<file path="config.mk">
export PLATFORM = sky130hd
export DESIGN_NAME = efs_stream_port
export DESIGN_NICKNAME = d
export VERILOG_FILES = /design/src/design/efs_pkg.sv /design/src/design/efs_stream_port.sv
export SDC_FILE = /design/constraint.sdc
export NUM_CORES = 1
export LEC_CHECK = 0
export ABC_AREA = 0
export CORE_MARGIN = 3
export CORE_UTILIZATION = 57
export CTS_CLUSTER_SIZE = 30
export DETAILED_ROUTE_END_ITERATION = 8
export DONT_BUFFER_PORTS = 1
export PLACE_DENSITY_LB_ADDON = 0.3
export SLEW_MARGIN = 10
export SYNTH_ARGS = -nofsm -noshare
export SYNTH_HDL_FRONTEND = slang
export SYNTH_SLANG_ARGS = --single-unit
</file>
<file path="constraint.sdc">
create_clock -name clk -period 4.85 [get_ports clk]
set_input_delay 0.97 -clock clk [delete_from_list [all_inputs] [get_ports clk]]
set_output_delay 0.97 -clock clk [all_outputs]
set_load 0.01 [all_outputs]
</file>
<file path="src/design/efs_pkg.sv">
// constants, types and helpers for the ecg frame stream master port
// assumes a single 100 MHz system clock and a crystal reference sampled by it
package efs_pkg;

	// ----------------------------------------------------------------
	// timing
	// ----------------------------------------------------------------
	localparam int CLK_PERIOD_PS   = 10000;            // 100 MHz system clock
	localparam int SCLK_HALF_PS    = 24400;            // half of 2.5 x 8.192 MHz period
	localparam int SEL_HOLD_PS     = 48800;            // select hold after last rising edge
	localparam int SCLK_HALF_CYC   = (SCLK_HALF_PS / CLK_PERIOD_PS < 1) ? 1 :
		SCLK_HALF_PS / CLK_PERIOD_PS;              // rounded down
	localparam int SEL_HOLD_CYC    = (SEL_HOLD_PS + CLK_PERIOD_PS - 1) / CLK_PERIOD_PS;
	localparam int XTAL_PER_FRAME  = 64;               // 8.192 MHz / 128 kHz

	// ----------------------------------------------------------------
	// frame layout
	// ----------------------------------------------------------------
	localparam int WORD_BITS       = 16;
	localparam int ECG_WORDS       = 5;
	localparam int FRAME_WORDS     = ECG_WORDS + 2;    // header, five ecg, crc
	localparam logic [2:0] LAST_WORD = 3'h6;
	localparam logic [3:0] LAST_BIT  = 4'hf;

	// ----------------------------------------------------------------
	// configuration encodings
	// ----------------------------------------------------------------
	localparam int ECG_CONTROL_REGISTER_HP_BIT   = 3;                // high performance enable
	localparam logic [1:0] RATE_2K   = 2'h0;
	localparam logic [1:0] RATE_16K  = 2'h1;
	localparam logic [1:0] RATE_128K = 2'h2;

	typedef struct packed {
		logic [WORD_BITS-1:0]                header;
		logic [ECG_WORDS-1:0][WORD_BITS-1:0] ecg;    // ecg[0] is sent first
		logic [WORD_BITS-1:0]                crc;
	} efs_frame_t;

	typedef enum logic [2:0] {
		EFS_IDLE, EFS_SETUP, EFS_LOW, EFS_HIGH, EFS_HOLD, EFS_GAP
	} efs_state_t;

	// word of a frame in transmit order
	function automatic logic [WORD_BITS-1:0] efs_word(input efs_frame_t f,
		input logic [2:0] idx);
		logic [WORD_BITS-1:0] w;
		w = f.crc;
		if (idx == 3'h0)
			w = f.header;
		else if (idx <= 3'h5)
			w = f.ecg[idx - 3'h1];
		return w;
	endfunction : efs_word

endpackage : efs_pkg

</file>
<file path="src/design/efs_stream_port.sv">
// ecg frame stream master: buffers frames, paces them from the crystal and shifts
// them out on a select / clock / data master link
// assumes frames arrive on clk, the crystal reference is asynchronous to clk
`timescale 1ns/1ns

// Overview of operation
// stream frames only at 128 kHz rate
// header, five ecg words, crc, in order
// stream clock from 2.5x crystal timebase; code divides clk by four instead, 25 MHz
// option clear: select held whole packet
// option set: select pulsed per word
// per word: clock high one period between
// data changes on rising stream clock
// only runs with high performance bit set
// select held past final falling edge
// receiver samples on falling edge, select low
// words sent msb first, sixteen clocks
module efs_stream_port
	import efs_pkg::*;
#(
	parameter int DEPTH = 2
)(
	input  wire logic       clk,
	input  wire logic       rst_b,
	input  wire logic       xtal_ref,
	input  wire logic [7:0] ecg_control_register,
	input  wire logic [1:0] frame_rate_sel,
	input  wire logic       per_word_select_option,
	input  wire efs_frame_t frame_in,
	input  wire logic       frame_valid,
	output logic            frame_ready,
	output logic            frame_select_out_n,
	output logic            stream_clock_out,
	output logic            stream_data_out
);

	// ----------------------------------------------------------------
	// reset release and crystal sampling
	// ----------------------------------------------------------------
	logic       rst_meta, rst_sync_b;
	logic       xtal_meta, xtal_sync, xtal_last;
	logic [5:0] xtal_cnt;
	logic       frame_tick;

	// reset deasserts synchronously so no flop leaves reset mid-edge
	always_ff @(posedge clk or negedge rst_b)
		if (!rst_b)
		begin
			rst_meta   <= 1'b0;
			rst_sync_b <= 1'b0;
		end
		else
		begin
			rst_meta   <= 1'b1;
			rst_sync_b <= rst_meta;
		end

	// two stage sampler, edge detect only on the second stage
	always_ff @(posedge clk or negedge rst_sync_b)
		if (!rst_sync_b)
		begin
			xtal_meta <= 1'b0;
			xtal_sync <= 1'b0;
			xtal_last <= 1'b0;
		end
		else
		begin
			xtal_meta <= xtal_ref;
			xtal_sync <= xtal_meta;
			xtal_last <= xtal_sync;
		end

	// frame pacing: one tick per 64 rising crystal edges gives 128 kHz
	always_ff @(posedge clk or negedge rst_sync_b)
		if (!rst_sync_b)
		begin
			xtal_cnt   <= 6'h00;
			frame_tick <= 1'b0;
		end
		else
		begin
			frame_tick <= 1'b0;
			if (xtal_sync && !xtal_last)
			begin
				xtal_cnt <= xtal_cnt + 6'h01;
				frame_tick <= (xtal_cnt == 6'(XTAL_PER_FRAME - 1));
			end
		end

	// ----------------------------------------------------------------
	// frame buffer
	// ----------------------------------------------------------------
	localparam int PW = (DEPTH > 1) ? $clog2(DEPTH) : 1;
	efs_frame_t           mem [DEPTH];
	logic [PW-1:0]        wr_ptr, rd_ptr;
	logic [PW:0]          count;
	logic                 push, pop, stream_en, start;
	efs_state_t           state;
	efs_frame_t           cur;

	assign stream_en = ecg_control_register[ECG_CONTROL_REGISTER_HP_BIT] &&
		(frame_rate_sel == RATE_128K);
	assign push  = frame_valid && frame_ready;
	// frames paced out while disabled are dropped, so stale data never streams later
	assign pop   = frame_tick && (count != '0) && (state == EFS_IDLE);
	assign start = pop && stream_en;

	always_ff @(posedge clk)
		if (push)
			mem[wr_ptr] <= frame_in;

	// pointers wrap at DEPTH; ready is registered from the next occupancy
	always_ff @(posedge clk or negedge rst_sync_b)
		if (!rst_sync_b)
		begin
			wr_ptr      <= '0;
			rd_ptr      <= '0;
			count       <= '0;
			frame_ready <= 1'b0;
		end
		else
		begin
			if (push)
				wr_ptr <= (wr_ptr == PW'(DEPTH - 1)) ? '0 : wr_ptr + 1'b1;
			if (pop)
				rd_ptr <= (rd_ptr == PW'(DEPTH - 1)) ? '0 : rd_ptr + 1'b1;
			count       <= count + (PW+1)'(push) - (PW+1)'(pop);
			frame_ready <= (count + (PW+1)'(push) - (PW+1)'(pop)) < (PW+1)'(DEPTH);
		end

	// ----------------------------------------------------------------
	// stream clock timebase
	// ----------------------------------------------------------------
	logic [2:0] half_cnt;
	logic       half_tick;

	assign half_tick = (half_cnt == 3'(SCLK_HALF_CYC - 1));

	// restarts on every start so the first half period is full length
	always_ff @(posedge clk or negedge rst_sync_b)
		if (!rst_sync_b)
			half_cnt <= 3'h0;
		else if (start || state == EFS_IDLE || state == EFS_HOLD || half_tick)
			half_cnt <= 3'h0;
		else
			half_cnt <= half_cnt + 3'h1;

	// ----------------------------------------------------------------
	// shifter and link sequencing
	// ----------------------------------------------------------------
	logic [WORD_BITS-1:0] shreg;
	logic [3:0]           bit_cnt;
	logic [2:0]           word_idx;
	logic [2:0]           hold_cnt;
	logic                 gap_half;
	logic                 word_end;
	logic [WORD_BITS-1:0] first_word;
	logic [WORD_BITS-1:0] next_word;

	assign word_end = (bit_cnt == LAST_BIT);
	// words picked once here, so their msb can be taken by a plain select
	assign first_word = efs_word(mem[rd_ptr], 3'h0);
	assign next_word  = efs_word(cur, word_idx + 3'h1);

	always_ff @(posedge clk or negedge rst_sync_b)
		if (!rst_sync_b)
		begin
			state              <= EFS_IDLE;
			cur                <= '0;
			shreg              <= '0;
			bit_cnt            <= 4'h0;
			word_idx           <= 3'h0;
			hold_cnt           <= 3'h0;
			gap_half           <= 1'b0;
			frame_select_out_n <= 1'b1;
			stream_clock_out   <= 1'b1;
			stream_data_out    <= 1'b0;
		end
		else
		begin
			unique case (state)
				EFS_IDLE:
					if (start)
					begin
						cur                <= mem[rd_ptr];
						shreg              <= first_word;
						stream_data_out    <= first_word[WORD_BITS-1];
						word_idx           <= 3'h0;
						bit_cnt            <= 4'h0;
						frame_select_out_n <= 1'b0;
						state              <= EFS_SETUP;
					end
				EFS_SETUP, EFS_HIGH:
					if (half_tick)
					begin
						stream_clock_out <= 1'b0;
						state            <= EFS_LOW;
					end
				EFS_LOW:
					if (half_tick)
					begin
						stream_clock_out <= 1'b1;
						if (!word_end)
						begin
							shreg           <= {shreg[WORD_BITS-2:0], 1'b0};
							stream_data_out <= shreg[WORD_BITS-2];
							bit_cnt         <= bit_cnt + 4'h1;
							state           <= EFS_HIGH;
						end
						else if (!per_word_select_option && word_idx != LAST_WORD)
						begin
							// select stays low, next word follows with no gap
							shreg           <= next_word;
							stream_data_out <= next_word[WORD_BITS-1];
							word_idx        <= word_idx + 3'h1;
							bit_cnt         <= 4'h0;
							state           <= EFS_HIGH;
						end
						else
						begin
							hold_cnt <= 3'h0;
							state    <= EFS_HOLD;
						end
					end
				EFS_HOLD:
					// counted from the rising edge, so hold past the falling edge is longer
					if (hold_cnt == 3'(SEL_HOLD_CYC - 1))
					begin
						frame_select_out_n <= 1'b1;
						gap_half           <= 1'b0;
						state <= (word_idx == LAST_WORD) ? EFS_IDLE : EFS_GAP;
					end
					else
						hold_cnt <= hold_cnt + 3'h1;
				EFS_GAP:
					// clock parked high for one full period between words
					if (half_tick)
					begin
						gap_half <= 1'b1;
						if (gap_half)
						begin
							shreg              <= next_word;
							stream_data_out    <= next_word[WORD_BITS-1];
							word_idx           <= word_idx + 3'h1;
							bit_cnt            <= 4'h0;
							frame_select_out_n <= 1'b0;
							state              <= EFS_SETUP;
						end
					end
			endcase
		end
endmodule : efs_stream_port

</file>
==> summary.txt <==
Run status = completed
Peak per-stage delay on the critical path = 0.55 ns
Count of final max-slew check failures = 0
N_diodes = 0
Final GP Congestion = 0.875
Max Clock Freq = 320 MHz
Clock tree from TritonCTS = done
Maximum fanout count along the critical path = 46
Number of buffers inserted by post-CTS setup repair = 0
Deepest clock path buffer count = 3
Power dissipated by switching net loads = 2.29 mW
Syn-to-layout area delta = 10.2%
Initial Util = 58.9%
Required time of the worst setup path = 5.26 ns
Pint = 6.34 mW
Vias = 8780
Period minus WS final = 3.13 ns
Worst reg2reg setup slack = 1.72 ns
Power density over the cells = 503 nW/µm²
Post-route clock period utilization = 64.5%
Horizontal die dimension = 171 µm
Synthesized area per cell = 13.8 µm²
Leftover overflow at the end of global routing = 0
Commonest register cell after synthesis = edfxtp_1
Total leakage power = 6.44 nW
Synth Net Count = 1266
Overall power = 8.63 mW
Cell area after technology mapping = 15600 µm²
Die Area = 29300 µm²
Cell count after synthesis = 1127
Final Hold Slack = 0.133 ns
Synthesis warning total = 0
Cts bufs inserted = 39
Async set-reset flop share out of synthesis = 42.3%
Cell type group with the largest total delay on the critical path = compound AO/OA/AOI/OAI gates
Sequence of cells on the critical path = inv_1 > ha_1 > buf_4 > mux2i_1 > nor2_1 > a211oi_1 > o31ai_1 > a22o_1
Total I/O pin count = 131
Maximum level of the CTS H-tree = 2
Number of core rows = 59
Worst clock skew on the final layout = 0.0190 ns
Setup repair after global routing missed its margin = false
Placeable core region = 26400 µm²
Root Buffer = clkbuf_16
Sw frac = 26.6%
Flop pwr share = 50.1%
Crit path capture type = register
Critical Path Slowest Stage Cell = dfrtp_1
Final routed DRC violation total = 0
Maximum number of pins on one net before global-route repair = 93
First-pass GRT wire length = 48200 µm
Number of global-route vias before repair = 8943
Hold buffers post-CTS = 0
First-pass iteration count of the detailed router = 5
HPWL Detailed = 19600 µm
Antenna violations before repair = 0
Maximum vdd ir drop = 0.370 mV
Via count normalized by instance count = 5.92
Count of nets left with antenna violations after detail routing = 0
Hold violation total from the final report = 0
Nets = 1255
Class of the most critical setup path = reg2reg
Transition time at the pin with the least slew margin = 1.04 ns
Critical Path Source Type = register
Flops & latches, synth = 388
Clock share of power = 34.7%
Seq/Total Area, Yosys = 69.5%
Total Neg Setup Slack = 0 ns
Final-layout fill cell count = 1893
Worst Path Buf+Inv = 2
Relative slew margins = 30.6%
Setup violators final = 0
Core occupancy in the finished layout = 65.0%
CTS clock-pin slew for the worst setup and hold paths = 0.06 ns
Die Y = 171 µm
Buffers on Ports = 0
Proportion of power drawn by combinational gates = 15.2%
Maximum Capacitance Violations = 0
DR WL/cell = 20.5 µm
Fraction of final layout cells with drive strength greater than 1 = 8.81%
Yosys cell types = 57
Number of design-rule violations left by the first detailed-router iteration = 648
# clock sinks = 388
GRT Util Overall = 21.1%
Data arrival time of the worst path = 3.54 ns
Insertion delay of the later-clocked pin in the worst-skew pair = 0.53 ns
Total Wirelength = 30300 µm
Type of the worst min-delay path = in2async
Number of gates resized after CTS = 0
Number of enable flip-flop cells after synthesis = 224
==> metrics by stage <==
stage	worst slack [ns]	instance area (µm²)	std cells
global route	1.56	17200	1482
floorplan	0.424	15600	1127
CTS	1.78	17200	1482
global placement	1.85	15900	1410
detailed placement	1.76	15900	1410
finish	1.72	17200	1482
==> routing by layer <==
layer / vias to the layer above / part of all wire, % / GRT usage [%]
li1: 4133 / - / -
met1: 4352 / 40 / 27.6
met2: 239 / 51 / 35.7
met3: 56 / 6.4 / 4.73
met4: 0 / 3.0 / 6.75
met5: - / 0 / 0
==> worst reg2reg max path: cells and delay by family (launching register included) <==
kind                     cells  cell delay (ns)
AO/OA/AOI/OAI                3             0.81
buffers and inverters        2             0.79
flip-flops                   1             0.55
multiplexers                 1             0.41
adder cells (fa/ha/maj)      1             0.40
AND/OR/NAND/NOR              1             0.08
==> power groups by stage <==
stage               logic, mW  registers [mW]  clock network (mW)
floorplan                1.01            4.35                   0
global placement         1.28            4.36                   0
detailed placement       1.31            4.39                   0
CTS                      1.31            4.33                3.06
global route             1.46            4.38                3.19
finish                   1.31            4.33                2.99
==> registers in the layout, summed over array words and instances (netlist names), 4 cells and up <==
signal and count:
xtal_cnt 6, mem 224, cur 112, shreg 15
bit_cnt 4
==> synth_stat cells (4+ instances only) <==
| library cell | instances | area share, % |
|---|---|---|
| mux2i_1 | 141 | 9.1 |
| nand2b_1 | 4 | 0.16 |
| nand2_1 | 16 | 0.39 |
| o31ai_1 | 17 | 0.82 |
| xor2_1 | 5 | 0.28 |
| clkbuf_1 | 27 | 0.65 |
| buf_2 | 38 | 1.2 |
| mux2_1 | 4 | 0.29 |
| nand3b_1 | 15 | 0.72 |
| xnor2_1 | 6 | 0.34 |
| a211oi_1 | 13 | 0.63 |
| o21ai_1 | 13 | 0.42 |
| mux2_2 | 6 | 0.43 |
| inv_1 | 13 | 0.31 |
| nor2b_1 | 10 | 0.40 |
| o22ai_1 | 5 | 0.20 |
| edfxtp_1 | 224 | 43 |
| a22o_1 | 13 | 0.73 |
| ha_1 | 12 | 0.96 |
| a21oi_1 | 133 | 4.3 |
| o21ai_0 | 22 | 0.71 |
| dfrtp_1 | 162 | 26 |
| nand3_1 | 6 | 0.19 |
| a221oi_1 | 13 | 0.73 |
| nor2_1 | 147 | 3.5 |
| and3_1 | 16 | 0.64 |
| nor3_1 | 4 | 0.13 |
==> cells by family after synthesis <==
group           synth area share, %
flops                          69.5
buf+inv                        2.35
fa+ha+maj                     0.964
mux                            9.78
compound gates                 9.70
xor+xnor                      0.619
simple gates                   7.01
other cells                  0.0241
==> area by class of cell <==
type	instances	area, µm²	area share, %
flip-flops and latches	388	10800	63.1
multi-input cells	656	4410	25.7
clock buffers	59	1110	6.48
well taps	335	419	2.44
clock inverters	13	185	1.08
repair buffers	17	153	0.889
inverters	14	52.6	0.306
==> layout by cell type, fill, tap and decap left out, types with 3 or more instances in the layout <==
cell,Yosys,routed
nand2b_1,4,4
nand2_1,16,16
xor2_1,5,5
o22ai_1,5,5
nor2_1,147,146
and3_1,16,15
clkbuf_8,0,4
clkinv_2,0,4
o21ai_0,22,22
nor3_1,4,4
a22o_1,13,13
o221a_2,3,3
buf_4,2,15
mux2_2,6,6
a221oi_1,13,13
and2_1,3,3
a21o_1,3,3
nand3_1,6,6
mux2i_1,141,141
nand3b_1,15,15
bufinv_16,0,4
xnor2_1,6,6
edfxtp_1,224,224
inv_1,13,13
ha_1,12,12
clkbuf_1,27,15
dfrtp_1,162,160
o21ai_1,13,13
clkbuf_16,0,40
nor2b_1,10,10
a21oi_1,133,132
a211oi_1,13,13
mux2_1,4,4
o31ai_1,17,17
==> path summary, 6_finish.rpt <==
path	from	to	depth (start not counted)
max	word_idx[0]	shreg[9]	8
min	rst_b	rst_meta	0
max reg2reg	word_idx[0]	shreg[9]	8
min reg2reg	xtal_meta	xtal_sync	0
max in group asynchronous	rst_sync_b	cur[4]	1
min in group clk	xtal_meta	xtal_sync	0
Note: power is estimated with default switching activity, not from simulation.
